File: src/inc/mbx_pkg.sv
// mbx_pkg: shared types and constants of the branch/misc/arith execution unit
// assumes: one system clock; the instruction arrives already decoded
package mbx_pkg;

  // ----------------------------------------
  // instruction set handled by this unit
  // ----------------------------------------
  typedef enum logic [5:0] {
    MBX_NO_OPERATION,
    MBX_JUMP_DIRECT,
    MBX_SKIP_IF_ZERO,
    MBX_SKIP_ZERO_COPY_ACC,
    MBX_SKIP_BIT_CLEAR,
    MBX_SKIP_BIT_SET,
    MBX_SKIP_INCREMENTED_ZERO,
    MBX_SKIP_DECREMENTED_ZERO,
    MBX_SKIP_INCREMENTED_ZERO_TO_ACC,
    MBX_SKIP_DECREMENTED_ZERO_TO_ACC,
    MBX_CALL,
    MBX_SUBROUTINE_EXIT,
    MBX_SUBROUTINE_EXIT_LOAD_ACC,
    MBX_INTERRUPT_EXIT,
    MBX_TABLE_FETCH_CURRENT_PAGE,
    MBX_TABLE_FETCH_LAST_PAGE,
    MBX_CLEAR_BYTE,
    MBX_SET_BYTE,
    MBX_CLEAR_BIT,
    MBX_WATCHDOG_CLEAR,
    MBX_WATCHDOG_PRECLEAR_FIRST,
    MBX_WATCHDOG_PRECLEAR_SECOND,
    MBX_NIBBLE_EXCHANGE,
    MBX_NIBBLE_EXCHANGE_TO_ACC,
    MBX_ADD_WITH_CARRY,
    MBX_ADD_WITH_CARRY_TO_MEMORY,
    MBX_ADD,
    MBX_ADD_TO_MEMORY,
    MBX_ADD_IMMEDIATE,
    MBX_BITWISE_AND,
    MBX_BITWISE_AND_TO_MEMORY,
    MBX_BITWISE_AND_IMMEDIATE,
    MBX_HALT
  } mbx_op_e;

  // ----------------------------------------
  // widths and timing
  // ----------------------------------------
  localparam int MBX_PC_W = 11;
  localparam int MBX_ROM_W = 14;
  localparam int MBX_STACK_DEPTH = 6;
  localparam int MBX_CLKS_PER_CYCLE = 4;
  localparam logic [1:0] MBX_PHASE_LAST = 2'h3;
  localparam logic [1:0] MBX_CYC_ONE = 2'h1;
  localparam logic [1:0] MBX_CYC_TWO = 2'h2;
  localparam logic [7:0] MBX_BYTE_ZERO = 8'h00;
  localparam logic [7:0] MBX_BYTE_ONES = 8'hff;
  localparam logic [7:0] MBX_WDT_RESET = 8'h00;
  localparam logic [7:0] MBX_NIBBLE_MAX = 8'h0f;

  // ----------------------------------------
  // carriers
  // ----------------------------------------
  typedef struct packed {
    mbx_op_e op;
    logic [2:0] bit_sel;
    logic [7:0] imm;
    logic [MBX_PC_W-1:0] addr;
    logic dst_is_pcl;
  } mbx_instr_s;

  typedef struct packed {
    logic ov;
    logic z;
    logic ac;
    logic c;
  } mbx_flags_s;

  typedef struct packed {
    logic mem_we;
    logic [7:0] mem_wdata;
    logic acc_we;
    logic [7:0] acc_wdata;
    logic tbl_we;
    logic [MBX_ROM_W-9:0] tbl_wdata;
  } mbx_wr_s;

endpackage

File: src/design/mbx_alu.sv
// mbx_alu: combinational add / and / bit-test datapath
// assumes: operands valid for the whole execute cycle
`timescale 1ns/1ns
`default_nettype none
module mbx_alu (
  input wire logic [7:0] a,
  input wire logic [7:0] b,
  input wire logic cin,
  input wire logic [2:0] bit_sel,
  output logic [7:0] sum,
  output mbx_pkg::mbx_flags_s add_flags,
  output logic [7:0] and_res,
  output logic [7:0] inc_res,
  output logic [7:0] dec_res,
  output logic bit_val
);
  logic [4:0] lo;
  logic [8:0] full;
  always_comb begin
    lo = {1'b0, a[3:0]} + {1'b0, b[3:0]} + {4'h0, cin};
    full = {1'b0, a} + {1'b0, b} + {8'h00, cin};
    sum = full[7:0];
    add_flags.c = full[8];
    add_flags.ac = lo[4];
    add_flags.z = (full[7:0] == mbx_pkg::MBX_BYTE_ZERO);
    add_flags.ov = (a[7] == b[7]) && (full[7] != a[7]);
    and_res = a & b;
    inc_res = b + 8'h01;
    dec_res = b - 8'h01;
    bit_val = b[bit_sel];
  end
endmodule
`default_nettype wire

File: src/design/mbx_exec.sv
// mbx_exec: execute stage for branch, skip, call, table, watchdog, misc and add/and
// assumes: decoded instruction held stable while instr_valid and instr_ready both high
// Operation
// - skip-if-zero skips next instruction when memory byte is zero
// - copy variant also loads byte into accumulator, skip on zero
// - bit-test skips on selected bit clear or set, index 0 to 7
// - memory increment/decrement writes back, skips on zero, both penalties
// - accumulator increment/decrement keeps memory, skip penalty only
// - call pushes next address, loads target, two cycles
// - returns pop counter in two cycles; one variant loads accumulator
// - table read puts low byte in memory, upper in table high, two cycles
// - watchdog clear zeroes counter, clears power-down and time-out flags
// - preclear pair clears watchdog only after both executed
// - writing program counter low adds one instruction cycle
// - a taken skip adds one instruction cycle
// - clear-byte writes zero, one cycle plus counter-low penalty
// - clear-bit zeroes one selected bit, others untouched
// - nibble exchange swaps halves to memory or accumulator
// - add-with-carry sums accumulator, memory, carry; four flags updated
// - plain add of memory or immediate updates four flags
// - bitwise and updates only zero flag
// - jump loads program counter from instruction address
// - interrupt return pops counter and sets global interrupt enable
// - halt stops execution, clears watchdog, sets power-down, clears time-out
`timescale 1ns/1ns
`default_nettype none
module mbx_exec #(
  parameter int PC_W = mbx_pkg::MBX_PC_W,
  parameter int STACK_DEPTH = mbx_pkg::MBX_STACK_DEPTH
) (
  input wire logic clk,
  input wire logic sys_rst,
  input wire logic instr_valid,
  output logic instr_ready,
  input wire mbx_pkg::mbx_instr_s instr,
  input wire logic [7:0] mem_rdata,
  input wire logic [mbx_pkg::MBX_ROM_W-1:0] rom_rdata,
  input wire logic wake,
  output logic [PC_W-1:0] rom_addr,
  output logic [PC_W-1:0] pc,
  output logic [7:0] acc,
  output mbx_pkg::mbx_flags_s flags,
  output logic timeout_flag,
  output logic power_down_flag,
  output logic global_int_en,
  output logic wdt_clear,
  output logic halted,
  output logic skip_next,
  output mbx_pkg::mbx_wr_s wr,
  output logic [7:0] table_high_byte,
  output logic stack_overflow,
  input wire logic watchdog_timeout
);
  if (PC_W < 9 || PC_W > 16 || STACK_DEPTH < 1 || STACK_DEPTH > 16) begin : g_param_check
    $error("mbx_exec: unsupported parameter");
  end

  // ----------------------------------------
  // datapath
  // ----------------------------------------
  logic [7:0] sum;
  mbx_pkg::mbx_flags_s add_flags;
  logic [7:0] and_res;
  logic [7:0] inc_res;
  logic [7:0] dec_res;
  logic bit_val;
  logic [7:0] alu_b;
  logic alu_cin;

  always_comb begin
    alu_b = (instr.op == mbx_pkg::MBX_ADD_IMMEDIATE || instr.op == mbx_pkg::MBX_BITWISE_AND_IMMEDIATE)
            ? instr.imm : mem_rdata;
    alu_cin = (instr.op == mbx_pkg::MBX_ADD_WITH_CARRY || instr.op == mbx_pkg::MBX_ADD_WITH_CARRY_TO_MEMORY)
              ? flags.c : 1'b0;
  end

  mbx_alu u_alu (
    .a(acc),
    .b(alu_b),
    .cin(alu_cin),
    .bit_sel(instr.bit_sel),
    .sum(sum),
    .add_flags(add_flags),
    .and_res(and_res),
    .inc_res(inc_res),
    .dec_res(dec_res),
    .bit_val(bit_val)
  );

  // ----------------------------------------
  // phase timing: 4 clocks per instruction cycle
  // ----------------------------------------
  logic [1:0] phase_q, phase_d;
  logic [1:0] cyc_q, cyc_d;
  logic busy_q, busy_d;
  logic cycle_end;
  logic [1:0] cyc_need;
  logic skip_taken;
  logic pcl_pen;

  // ----------------------------------------
  // architectural state
  // ----------------------------------------
  logic [PC_W-1:0] pc_q, pc_d;
  logic [7:0] acc_q, acc_d;
  mbx_pkg::mbx_flags_s flags_q, flags_d;
  logic to_q, to_d;
  logic pdf_q, pdf_d;
  logic gie_q, gie_d;
  logic pre1_q, pre1_d;
  logic pre2_q, pre2_d;
  logic halt_q, halt_d;
  logic [7:0] table_high_byte_q, table_high_byte_d;
  logic [PC_W-1:0] stack_q [STACK_DEPTH];
  logic [PC_W-1:0] stack_d [STACK_DEPTH];
  logic [$clog2(STACK_DEPTH+1)-1:0] sp_q, sp_d;
  logic ovf_q, ovf_d;
  mbx_pkg::mbx_wr_s wr_q, wr_d;
  logic wdtc_q, wdtc_d;
  logic skip_q, skip_d;
  logic take;
  logic pop_top;

  assign take = instr_valid && !busy_q && !halt_q;
  assign instr_ready = !busy_q && !halt_q;
  assign cycle_end = (phase_q == mbx_pkg::MBX_PHASE_LAST);

  always_comb begin
    skip_taken = 1'b0;
    case (instr.op)
      mbx_pkg::MBX_SKIP_IF_ZERO: skip_taken = (mem_rdata == mbx_pkg::MBX_BYTE_ZERO);
      mbx_pkg::MBX_SKIP_ZERO_COPY_ACC: skip_taken = (mem_rdata == mbx_pkg::MBX_BYTE_ZERO);
      mbx_pkg::MBX_SKIP_BIT_CLEAR: skip_taken = !bit_val;
      mbx_pkg::MBX_SKIP_BIT_SET: skip_taken = bit_val;
      mbx_pkg::MBX_SKIP_INCREMENTED_ZERO,
      mbx_pkg::MBX_SKIP_INCREMENTED_ZERO_TO_ACC: skip_taken = (inc_res == mbx_pkg::MBX_BYTE_ZERO);
      mbx_pkg::MBX_SKIP_DECREMENTED_ZERO,
      mbx_pkg::MBX_SKIP_DECREMENTED_ZERO_TO_ACC: skip_taken = (dec_res == mbx_pkg::MBX_BYTE_ZERO);
      default: skip_taken = 1'b0;
    endcase
  end

  // memory-destination forms that take the program-counter-low penalty
  always_comb begin
    case (instr.op)
      mbx_pkg::MBX_SKIP_INCREMENTED_ZERO, mbx_pkg::MBX_SKIP_DECREMENTED_ZERO,
      mbx_pkg::MBX_TABLE_FETCH_CURRENT_PAGE, mbx_pkg::MBX_TABLE_FETCH_LAST_PAGE,
      mbx_pkg::MBX_CLEAR_BYTE, mbx_pkg::MBX_SET_BYTE, mbx_pkg::MBX_CLEAR_BIT,
      mbx_pkg::MBX_NIBBLE_EXCHANGE, mbx_pkg::MBX_ADD_WITH_CARRY_TO_MEMORY,
      mbx_pkg::MBX_ADD_TO_MEMORY, mbx_pkg::MBX_BITWISE_AND_TO_MEMORY: pcl_pen = instr.dst_is_pcl;
      default: pcl_pen = 1'b0;
    endcase
  end

  always_comb begin
    case (instr.op)
      mbx_pkg::MBX_JUMP_DIRECT, mbx_pkg::MBX_CALL, mbx_pkg::MBX_SUBROUTINE_EXIT,
      mbx_pkg::MBX_SUBROUTINE_EXIT_LOAD_ACC, mbx_pkg::MBX_INTERRUPT_EXIT,
      mbx_pkg::MBX_TABLE_FETCH_CURRENT_PAGE, mbx_pkg::MBX_TABLE_FETCH_LAST_PAGE: cyc_need = mbx_pkg::MBX_CYC_TWO;
      default: cyc_need = mbx_pkg::MBX_CYC_ONE;
    endcase
    cyc_need = cyc_need + {1'b0, pcl_pen} + {1'b0, skip_taken};
  end

  always_comb begin
    phase_d = phase_q;
    cyc_d = cyc_q;
    busy_d = busy_q;
    if (take) begin
      busy_d = 1'b1;
      phase_d = 2'h0;
      cyc_d = cyc_need;
    end else if (busy_q) begin
      phase_d = phase_q + 2'h1;
      if (cycle_end) begin
        cyc_d = cyc_q - 2'h1;
        if (cyc_q == mbx_pkg::MBX_CYC_ONE) begin
          busy_d = 1'b0;
        end
      end
    end
  end

  // ----------------------------------------
  // instruction effects, applied at the take edge
  // ----------------------------------------
  assign pop_top = (sp_q != '0);
  always_comb begin
    pc_d = pc_q;
    acc_d = acc_q;
    flags_d = flags_q;
    to_d = to_q;
    pdf_d = pdf_q;
    gie_d = gie_q;
    pre1_d = pre1_q;
    pre2_d = pre2_q;
    halt_d = halt_q && !wake;
    table_high_byte_d = table_high_byte_q;
    stack_d = stack_q;
    sp_d = sp_q;
    ovf_d = ovf_q;
    wr_d = '0;
    wdtc_d = 1'b0;
    skip_d = 1'b0;
    if (take) begin
      pc_d = pc_q + {{(PC_W-1){1'b0}}, 1'b1};
      skip_d = skip_taken;
      if (skip_taken) begin
        pc_d = pc_q + {{(PC_W-2){1'b0}}, 2'h2};
      end
      case (instr.op)
        mbx_pkg::MBX_JUMP_DIRECT: pc_d = instr.addr;
        mbx_pkg::MBX_SKIP_ZERO_COPY_ACC: acc_d = mem_rdata;
        mbx_pkg::MBX_SKIP_INCREMENTED_ZERO: begin
          wr_d.mem_we = 1'b1;
          wr_d.mem_wdata = inc_res;
        end
        mbx_pkg::MBX_SKIP_DECREMENTED_ZERO: begin
          wr_d.mem_we = 1'b1;
          wr_d.mem_wdata = dec_res;
        end
        mbx_pkg::MBX_SKIP_INCREMENTED_ZERO_TO_ACC: acc_d = inc_res;
        mbx_pkg::MBX_SKIP_DECREMENTED_ZERO_TO_ACC: acc_d = dec_res;
        mbx_pkg::MBX_CALL: begin
          if (sp_q == STACK_DEPTH[$bits(sp_q)-1:0]) begin
            ovf_d = 1'b1;
          end else begin
            stack_d[sp_q] = pc_q + {{(PC_W-1){1'b0}}, 1'b1};
            sp_d = sp_q + 1'b1;
          end
          pc_d = instr.addr;
        end
        mbx_pkg::MBX_SUBROUTINE_EXIT, mbx_pkg::MBX_SUBROUTINE_EXIT_LOAD_ACC,
        mbx_pkg::MBX_INTERRUPT_EXIT: begin
          if (pop_top) begin
            pc_d = stack_q[sp_q - 1'b1];
            sp_d = sp_q - 1'b1;
          end
          if (instr.op == mbx_pkg::MBX_SUBROUTINE_EXIT_LOAD_ACC) begin
            acc_d = instr.imm;
          end
          if (instr.op == mbx_pkg::MBX_INTERRUPT_EXIT) begin
            gie_d = 1'b1;
          end
        end
        mbx_pkg::MBX_TABLE_FETCH_CURRENT_PAGE, mbx_pkg::MBX_TABLE_FETCH_LAST_PAGE: begin
          wr_d.mem_we = 1'b1;
          wr_d.mem_wdata = rom_rdata[7:0];
          wr_d.tbl_we = 1'b1;
          wr_d.tbl_wdata = rom_rdata[mbx_pkg::MBX_ROM_W-1:8];
          table_high_byte_d = {2'h0, rom_rdata[mbx_pkg::MBX_ROM_W-1:8]};
        end
        mbx_pkg::MBX_CLEAR_BYTE: begin
          wr_d.mem_we = 1'b1;
          wr_d.mem_wdata = mbx_pkg::MBX_BYTE_ZERO;
        end
        mbx_pkg::MBX_SET_BYTE: begin
          wr_d.mem_we = 1'b1;
          wr_d.mem_wdata = mbx_pkg::MBX_BYTE_ONES;
        end
        mbx_pkg::MBX_CLEAR_BIT: begin
          wr_d.mem_we = 1'b1;
          wr_d.mem_wdata = mem_rdata & ~(8'h01 << instr.bit_sel);
        end
        mbx_pkg::MBX_WATCHDOG_CLEAR: begin
          wdtc_d = 1'b1;
          to_d = 1'b0;
          pdf_d = 1'b0;
          pre1_d = 1'b0;
          pre2_d = 1'b0;
        end
        mbx_pkg::MBX_WATCHDOG_PRECLEAR_FIRST, mbx_pkg::MBX_WATCHDOG_PRECLEAR_SECOND: begin
          if ((instr.op == mbx_pkg::MBX_WATCHDOG_PRECLEAR_FIRST) ? pre2_q : pre1_q) begin
            wdtc_d = 1'b1;
            to_d = 1'b0;
            pdf_d = 1'b0;
            pre1_d = 1'b0;
            pre2_d = 1'b0;
          end else if (instr.op == mbx_pkg::MBX_WATCHDOG_PRECLEAR_FIRST) begin
            pre1_d = 1'b1;
          end else begin
            pre2_d = 1'b1;
          end
        end
        mbx_pkg::MBX_NIBBLE_EXCHANGE: begin
          wr_d.mem_we = 1'b1;
          wr_d.mem_wdata = {mem_rdata[3:0], mem_rdata[7:4]};
        end
        mbx_pkg::MBX_NIBBLE_EXCHANGE_TO_ACC: acc_d = {mem_rdata[3:0], mem_rdata[7:4]};
        mbx_pkg::MBX_ADD_WITH_CARRY, mbx_pkg::MBX_ADD, mbx_pkg::MBX_ADD_IMMEDIATE: begin
          acc_d = sum;
          flags_d = add_flags;
        end
        mbx_pkg::MBX_ADD_WITH_CARRY_TO_MEMORY, mbx_pkg::MBX_ADD_TO_MEMORY: begin
          wr_d.mem_we = 1'b1;
          wr_d.mem_wdata = sum;
          flags_d = add_flags;
        end
        mbx_pkg::MBX_BITWISE_AND, mbx_pkg::MBX_BITWISE_AND_IMMEDIATE: begin
          acc_d = and_res;
          flags_d.z = (and_res == mbx_pkg::MBX_BYTE_ZERO);
        end
        mbx_pkg::MBX_BITWISE_AND_TO_MEMORY: begin
          wr_d.mem_we = 1'b1;
          wr_d.mem_wdata = and_res;
          flags_d.z = (and_res == mbx_pkg::MBX_BYTE_ZERO);
        end
        mbx_pkg::MBX_HALT: begin
          halt_d = 1'b1;
          wdtc_d = 1'b1;
          pdf_d = 1'b1;
          to_d = 1'b0;
        end
        default: pc_d = pc_d;
      endcase
    end
    // timeout set wins over a clear in the same cycle
    to_d = to_d || watchdog_timeout;
  end

  always_ff @(posedge clk or posedge sys_rst) begin
    if (sys_rst) begin
      phase_q <= 2'h0;
      cyc_q <= 2'h0;
      busy_q <= 1'b0;
      pc_q <= '0;
      acc_q <= mbx_pkg::MBX_BYTE_ZERO;
      flags_q <= '0;
      to_q <= 1'b0;
      pdf_q <= 1'b0;
      gie_q <= 1'b0;
      pre1_q <= 1'b0;
      pre2_q <= 1'b0;
      halt_q <= 1'b0;
      table_high_byte_q <= mbx_pkg::MBX_BYTE_ZERO;
      sp_q <= '0;
      ovf_q <= 1'b0;
      wr_q <= '0;
      wdtc_q <= 1'b0;
      skip_q <= 1'b0;
      for (int i = 0; i < STACK_DEPTH; i++) begin
        stack_q[i] <= '0;
      end
    end else begin
      phase_q <= phase_d;
      cyc_q <= cyc_d;
      busy_q <= busy_d;
      pc_q <= pc_d;
      acc_q <= acc_d;
      flags_q <= flags_d;
      to_q <= to_d;
      pdf_q <= pdf_d;
      gie_q <= gie_d;
      pre1_q <= pre1_d;
      pre2_q <= pre2_d;
      halt_q <= halt_d;
      table_high_byte_q <= table_high_byte_d;
      sp_q <= sp_d;
      ovf_q <= ovf_d;
      wr_q <= wr_d;
      wdtc_q <= wdtc_d;
      skip_q <= skip_d;
      stack_q <= stack_d;
    end
  end

  // ----------------------------------------
  // outputs
  // ----------------------------------------
  assign rom_addr = (instr.op == mbx_pkg::MBX_TABLE_FETCH_LAST_PAGE)
                    ? {{(PC_W-8){1'b1}}, acc_q} : {pc_q[PC_W-1:8], acc_q};
  assign pc = pc_q;
  assign acc = acc_q;
  assign flags = flags_q;
  assign timeout_flag = to_q;
  assign power_down_flag = pdf_q;
  assign global_int_en = gie_q;
  assign wdt_clear = wdtc_q;
  assign halted = halt_q;
  assign skip_next = skip_q;
  assign wr = wr_q;
  assign table_high_byte = table_high_byte_q;
  assign stack_overflow = ovf_q;

  // ----------------------------------------
  // checks
  // ----------------------------------------
  property p_skip_cost;
    @(posedge clk) disable iff (sys_rst)
    (take && skip_taken && !pcl_pen && instr.op != mbx_pkg::MBX_CALL) |=> busy_q [*8] ##1 !busy_q;
  endproperty
  a_skip_cost: assert property (p_skip_cost) else $error("taken skip not two cycles");
  property p_two_cycle;
    @(posedge clk) disable iff (sys_rst)
    (take && instr.op == mbx_pkg::MBX_JUMP_DIRECT) |=> busy_q [*8] ##1 !busy_q;
  endproperty
  a_two_cycle: assert property (p_two_cycle) else $error("jump not two cycles");
  property p_one_cycle;
    @(posedge clk) disable iff (sys_rst)
    (take && instr.op == mbx_pkg::MBX_NO_OPERATION) |=> busy_q [*4] ##1 !busy_q;
  endproperty
  a_one_cycle: assert property (p_one_cycle) else $error("no-op not one cycle");
  property p_wdt_clear;
    @(posedge clk) disable iff (sys_rst)
    (take && instr.op == mbx_pkg::MBX_WATCHDOG_CLEAR && !watchdog_timeout) |=>
      wdt_clear && !timeout_flag && !power_down_flag;
  endproperty
  a_wdt_clear: assert property (p_wdt_clear) else $error("watchdog clear failed");
  property p_halt;
    @(posedge clk) disable iff (sys_rst)
    (take && instr.op == mbx_pkg::MBX_HALT && !watchdog_timeout) |=>
      halted && power_down_flag && !timeout_flag && wdt_clear && !instr_ready;
  endproperty
  a_halt: assert property (p_halt) else $error("halt entry wrong");
  property p_preclear_single;
    @(posedge clk) disable iff (sys_rst)
    (take && instr.op == mbx_pkg::MBX_WATCHDOG_PRECLEAR_FIRST && !pre2_q) |=> !wdt_clear && pre1_q;
  endproperty
  a_preclear_single: assert property (p_preclear_single) else $error("single preclear acted");
  property p_call_push;
    @(posedge clk) disable iff (sys_rst)
    (take && instr.op == mbx_pkg::MBX_CALL && sp_q == '0) |=> stack_q[0] == $past(pc_q) + 1'b1 && pc_q == $past(instr.addr);
  endproperty
  a_call_push: assert property (p_call_push) else $error("call push wrong");
  property p_clear_byte;
    @(posedge clk) disable iff (sys_rst)
    (take && instr.op == mbx_pkg::MBX_CLEAR_BYTE) |=> wr.mem_we && wr.mem_wdata == 8'h00;
  endproperty
  a_clear_byte: assert property (p_clear_byte) else $error("clear byte wrong");
  property p_and_flags;
    @(posedge clk) disable iff (sys_rst)
    (take && instr.op == mbx_pkg::MBX_BITWISE_AND) |=> flags.c == $past(flags.c) && flags.ov == $past(flags.ov);
  endproperty
  a_and_flags: assert property (p_and_flags) else $error("and touched carry or overflow");
endmodule
`default_nettype wire

File: config.mk
export PLATFORM = sky130hd
export DESIGN_NAME = mbx_exec
export DESIGN_NICKNAME = d
export VERILOG_FILES = /design/src/inc/mbx_pkg.sv /design/src/design/mbx_alu.sv /design/src/design/mbx_exec.sv
export SDC_FILE = /design/constraint.sdc
export NUM_CORES = 1
export LEC_CHECK = 0
export BUFFER_PORTS_ARGS = -buffer_cell sky130_fd_sc_hd__buf_2
export CORE_MARGIN = 2
export CORE_UTILIZATION = 58
export CTS_CLUSTER_DIAMETER = 60
export DETAILED_ROUTE_END_ITERATION = 12
export MAX_ROUTING_LAYER = met4
export PLACE_DENSITY = 0.77
export SETUP_SLACK_MARGIN = 0.2
export SYNTH_ARGS = -nofsm -noshare
export SYNTH_HDL_FRONTEND = slang
export SYNTH_SLANG_ARGS = --single-unit
File: constraint.sdc
create_clock -name clk -period 4.9 [get_ports clk]
set_clock_uncertainty 0.05 [all_clocks]
set_input_delay 0.98 -clock clk [delete_from_list [all_inputs] [get_ports clk]]
set_output_delay 0.98 -clock clk [all_outputs]
set_load 0.05 [all_outputs]
==> summary.txt <==
status: complete, no violations
DRT iter0 DRCs: 1282
CP Capture Point: pc[8]$_DFFE_PP0P_
synthesized instance count: 966
internal power: 2.38 mW
Leak Pwr: 4.50 nW
R2R Setup Slk: 1.47 ns
max-cap violations: 0
Synth Flop Type: dfrtp_1
DP Cell Count: 1228
Pwr per Cell Area: 451 nW/um2
initial antenna violation count: 0
Logic pwr share: 0.407
layout cells sized above 1: 0.222
DR vias/cell: 6.59
final setup violation count: 0
first-pass iteration count of the detailed router: 7
Tcrit/Tclk final: 0.880
Final Hold Viols: 0
FMAX: 0.232 GHz
Reg2Reg Capture Point: pc[4]$_DFFE_PP0P_
worst hold start: table_high_byte[0]$_DFFE_PP0P_
largest net degree at the start of global routing: 73
crit path max fanout: 12
core area: 14400 um2
mapped cell area: 8510 um2
Area Overhead vs Synth: 16.0%
Tightest Pin Transition: 1.01 ns
Routability Congestion: 1.04
peak supply drop: 0.490 mV
sequential group share of total power: 0.311
WL met3: 3.25 mm
die height: 125 um
arrival time at the worst endpoint: 4.57 ns
Synth cell types: 80
Synth warnings: 0
Critical Path RT: 5.16 ns
critical path endpoint category: flip-flop
DIE AREA: 15700 um2
Finished Core Util: 0.684
RSZ-0062 raised after global routing: no
slowest stage cell, crit path: o311ai_2
maximum clock path buffer count: 2
Die W: 125 um
post-synthesis sequential area ratio: 0.376
Clock Power Share: 0.281
number of flops mapped to enable cells by yosys: 0
Initial Util: 0.590
gr usage total: 0.365
Antenna Cells: 0
setup bufs post-CTS: 0
Clock transition at path regs: 0.07 ns
Fillers: 1136
I/O pin count: 131
Avg WL per Cell: 21.9 um
row count: 44
Root Buffer: clkbuf_16
CTS HTree Levels: 4
Post-DP HPWL: 19.8 mm
Crit path largest cell delay: 0.64 ns
Synth Area per Inst: 8.81 um2
switching share of total power: 0.464
Rel. slew slack: 0.329
first-pass GRT wire length: 43.3 mm
hold buffers post-CTS: 0
Final Max Tran Viols: 0
final setup TNS: 0 ns
worst r2r src: sp_q[1]$_DFFE_PP0P_
switching power total: 2.07 mW
Cell Count, Final, Fillers Out: 1260
Skew-Pair Late Insertion Delay: 0.43 ns
met2 WL: 11.4 mm
Final nets: 1141
DR top layer: met4
Met1 Wirelength: 12.4 mm
Num CTS Buffers: 17
Min-Delay Path Depth: 1
GRT overflow: 0
# DRC: 0
cells resized by post-CTS repair: 0
IO Port Bufs: 119
final WL: 27.6 mm
asr flop ratio synth: 1.00
hold crit path type: flip-flop to flip-flop
synthesis-stage register bit count: 128
CTS tree: yes
vias in the first global route: 7610
Power Total: 4.45 mW
fin crit period: 4.31 ns
# clock sinks: 128
Routed Antenna Nets: 0
Cell Chain, Critical Path: buf_2 -> and4b_1 -> nand2_2 -> mux2i_1 -> ha_2 -> or3b_2 -> nor3_1 -> xnor2_1 -> mux2_2 -> nand2_1 -> o311ai_2 -> o21ai_2 -> and4_1 -> a2111oi_2
vias: 8309
R2R depth: 8
Worst Setup SP: instr[28]
Setup CP Type: primary input to flip-flop
CP Launch Type: primary input
## power groups by stage
stage                     clock [mW]  sequential, mW  combinational [mW]
final                           1.25            1.39                1.81
after global routing            1.31            1.41                1.92
after CTS                       1.26            1.38                1.78
after detailed placement           0            1.40                1.77
after global placement             0            1.40                1.76
after floorplan                    0            1.68                1.02
## layout make-up
class                           instances  area (um2)  area share
Clock buffer                           17         425      0.0431
Clock inverter                         15         155      0.0157
Inverter                               28         108      0.0109
Multi-Input combinational cell        734        4880       0.494
Sequential cell                       128        3200       0.325
Tap cell                              184         230      0.0233
Timing Repair Buffer                  154         871      0.0882
## cell usage after synthesis, types with 18 or more instances
cell type | count | area share
o21ai_0 | 53 | 0.031
ha_1 | 19 | 0.028
a21oi_1 | 71 | 0.042
xnor2_1 | 23 | 0.024
nand3_1 | 30 | 0.018
and3_1 | 18 | 0.013
inv_1 | 28 | 0.012
nor2_1 | 107 | 0.047
clkbuf_1 | 51 | 0.022
mux2i_1 | 20 | 0.024
nor2b_1 | 18 | 0.013
dfrtp_1 | 128 | 0.38
nand2_1 | 91 | 0.040
a221oi_1 | 24 | 0.025
a22oi_1 | 18 | 0.016
buf_4 | 21 | 0.019
## metal layers
metal  vias up  global-route usage
met3        80              0.0967
met4         0              0.0980
met2       573               0.489
met5         -                   -
li1       3694                   -
met1      3962               0.549
## stage by stage
stage                     cell area, um2  hold slack [ns]  worst slack [ns]
after floorplan                     8580            0.395             0.268
after global placement              9290            0.406             0.376
after detailed placement            9290            0.410             0.254
after CTS                           9870            0.424             0.684
after global routing                9870            0.441             0.307
final                               9870            0.419             0.589
## flip-flops by register name, indices dropped and copies added (netlist names), 2 cells and up
name / count
wr: 16
stack_q: 66
pc: 11
sp_q: 3
table_high_byte: 6
flags: 4
acc: 8
phase_q: 2
cyc_q: 2
## placed cells by master, fill, tap and decap left out, drive strengths merged, types with 4 or more instances in the layout
cell type	synthesis	layout
or2	5	5
o22ai	11	11
nand4	10	10
a32oi	5	5
a31oi	6	6
xnor2	24	24
nor4	8	8
a2111oi	4	4
a22oi	18	18
mux2i	20	20
nor2b	18	18
buf	34	154
o21bai	6	6
inv	28	39
mux2	13	13
mux4	12	12
nand3	30	30
o211ai	11	11
a221oi	26	26
nor2	108	108
nand2	93	93
a211oi	7	7
xor2	17	17
dfrtp	128	128
and3	18	18
a21o	11	11
nor3	18	18
a21oi	71	71
and2	7	7
clkbuf	52	17
o21ai	54	54
o31ai	4	4
ha	19	19
a222oi	6	6
nor4b	6	6
conb	1	11
nand2b	8	8
## worst max-delay path: cells and delay by family
kind | cells | cell delay [ns]
buffers and inverters | 1 | 0.21
multiplexers | 2 | 0.55
XOR/XNOR | 1 | 0.14
adder cells (fa/ha/maj) | 1 | 0.23
AO/OA/AOI/OAI | 3 | 1.07
AND/OR/NAND/NOR | 6 | 1.38
## kinds of logic (layout without fill, tap and decap cells)
group           after synthesis  in the layout  share of synthesized area
compound gates              269            269                      0.214
xor+xnor                     41             41                     0.0440
fa+ha+maj                    22             22                     0.0350
buf+inv                     114            214                     0.0610
flops                       128            128                      0.376
mux                          45             45                     0.0725
other cells                   1             11                   0.000441
simple gates                346            346                      0.196
## how the worst min path moves through the flow
| stage | endpoint | slack, ns |
|---|---|---|
| after floorplan | stack_q[47]$_DFFE_PP0P_ | 0.39 |
| after global placement | table_high_byte[4]$_DFFE_PP0P_ | 0.41 |
| after detailed placement | table_high_byte[5]$_DFFE_PP0P_ | 0.41 |
| after CTS | table_high_byte[3]$_DFFE_PP0P_ | 0.42 |
| after global routing | table_high_byte[0]$_DFFE_PP0P_ | 0.44 |
| final | table_high_byte[0]$_DFFE_PP0P_ | 0.42 |
Power figures use the tool's default switching activity.
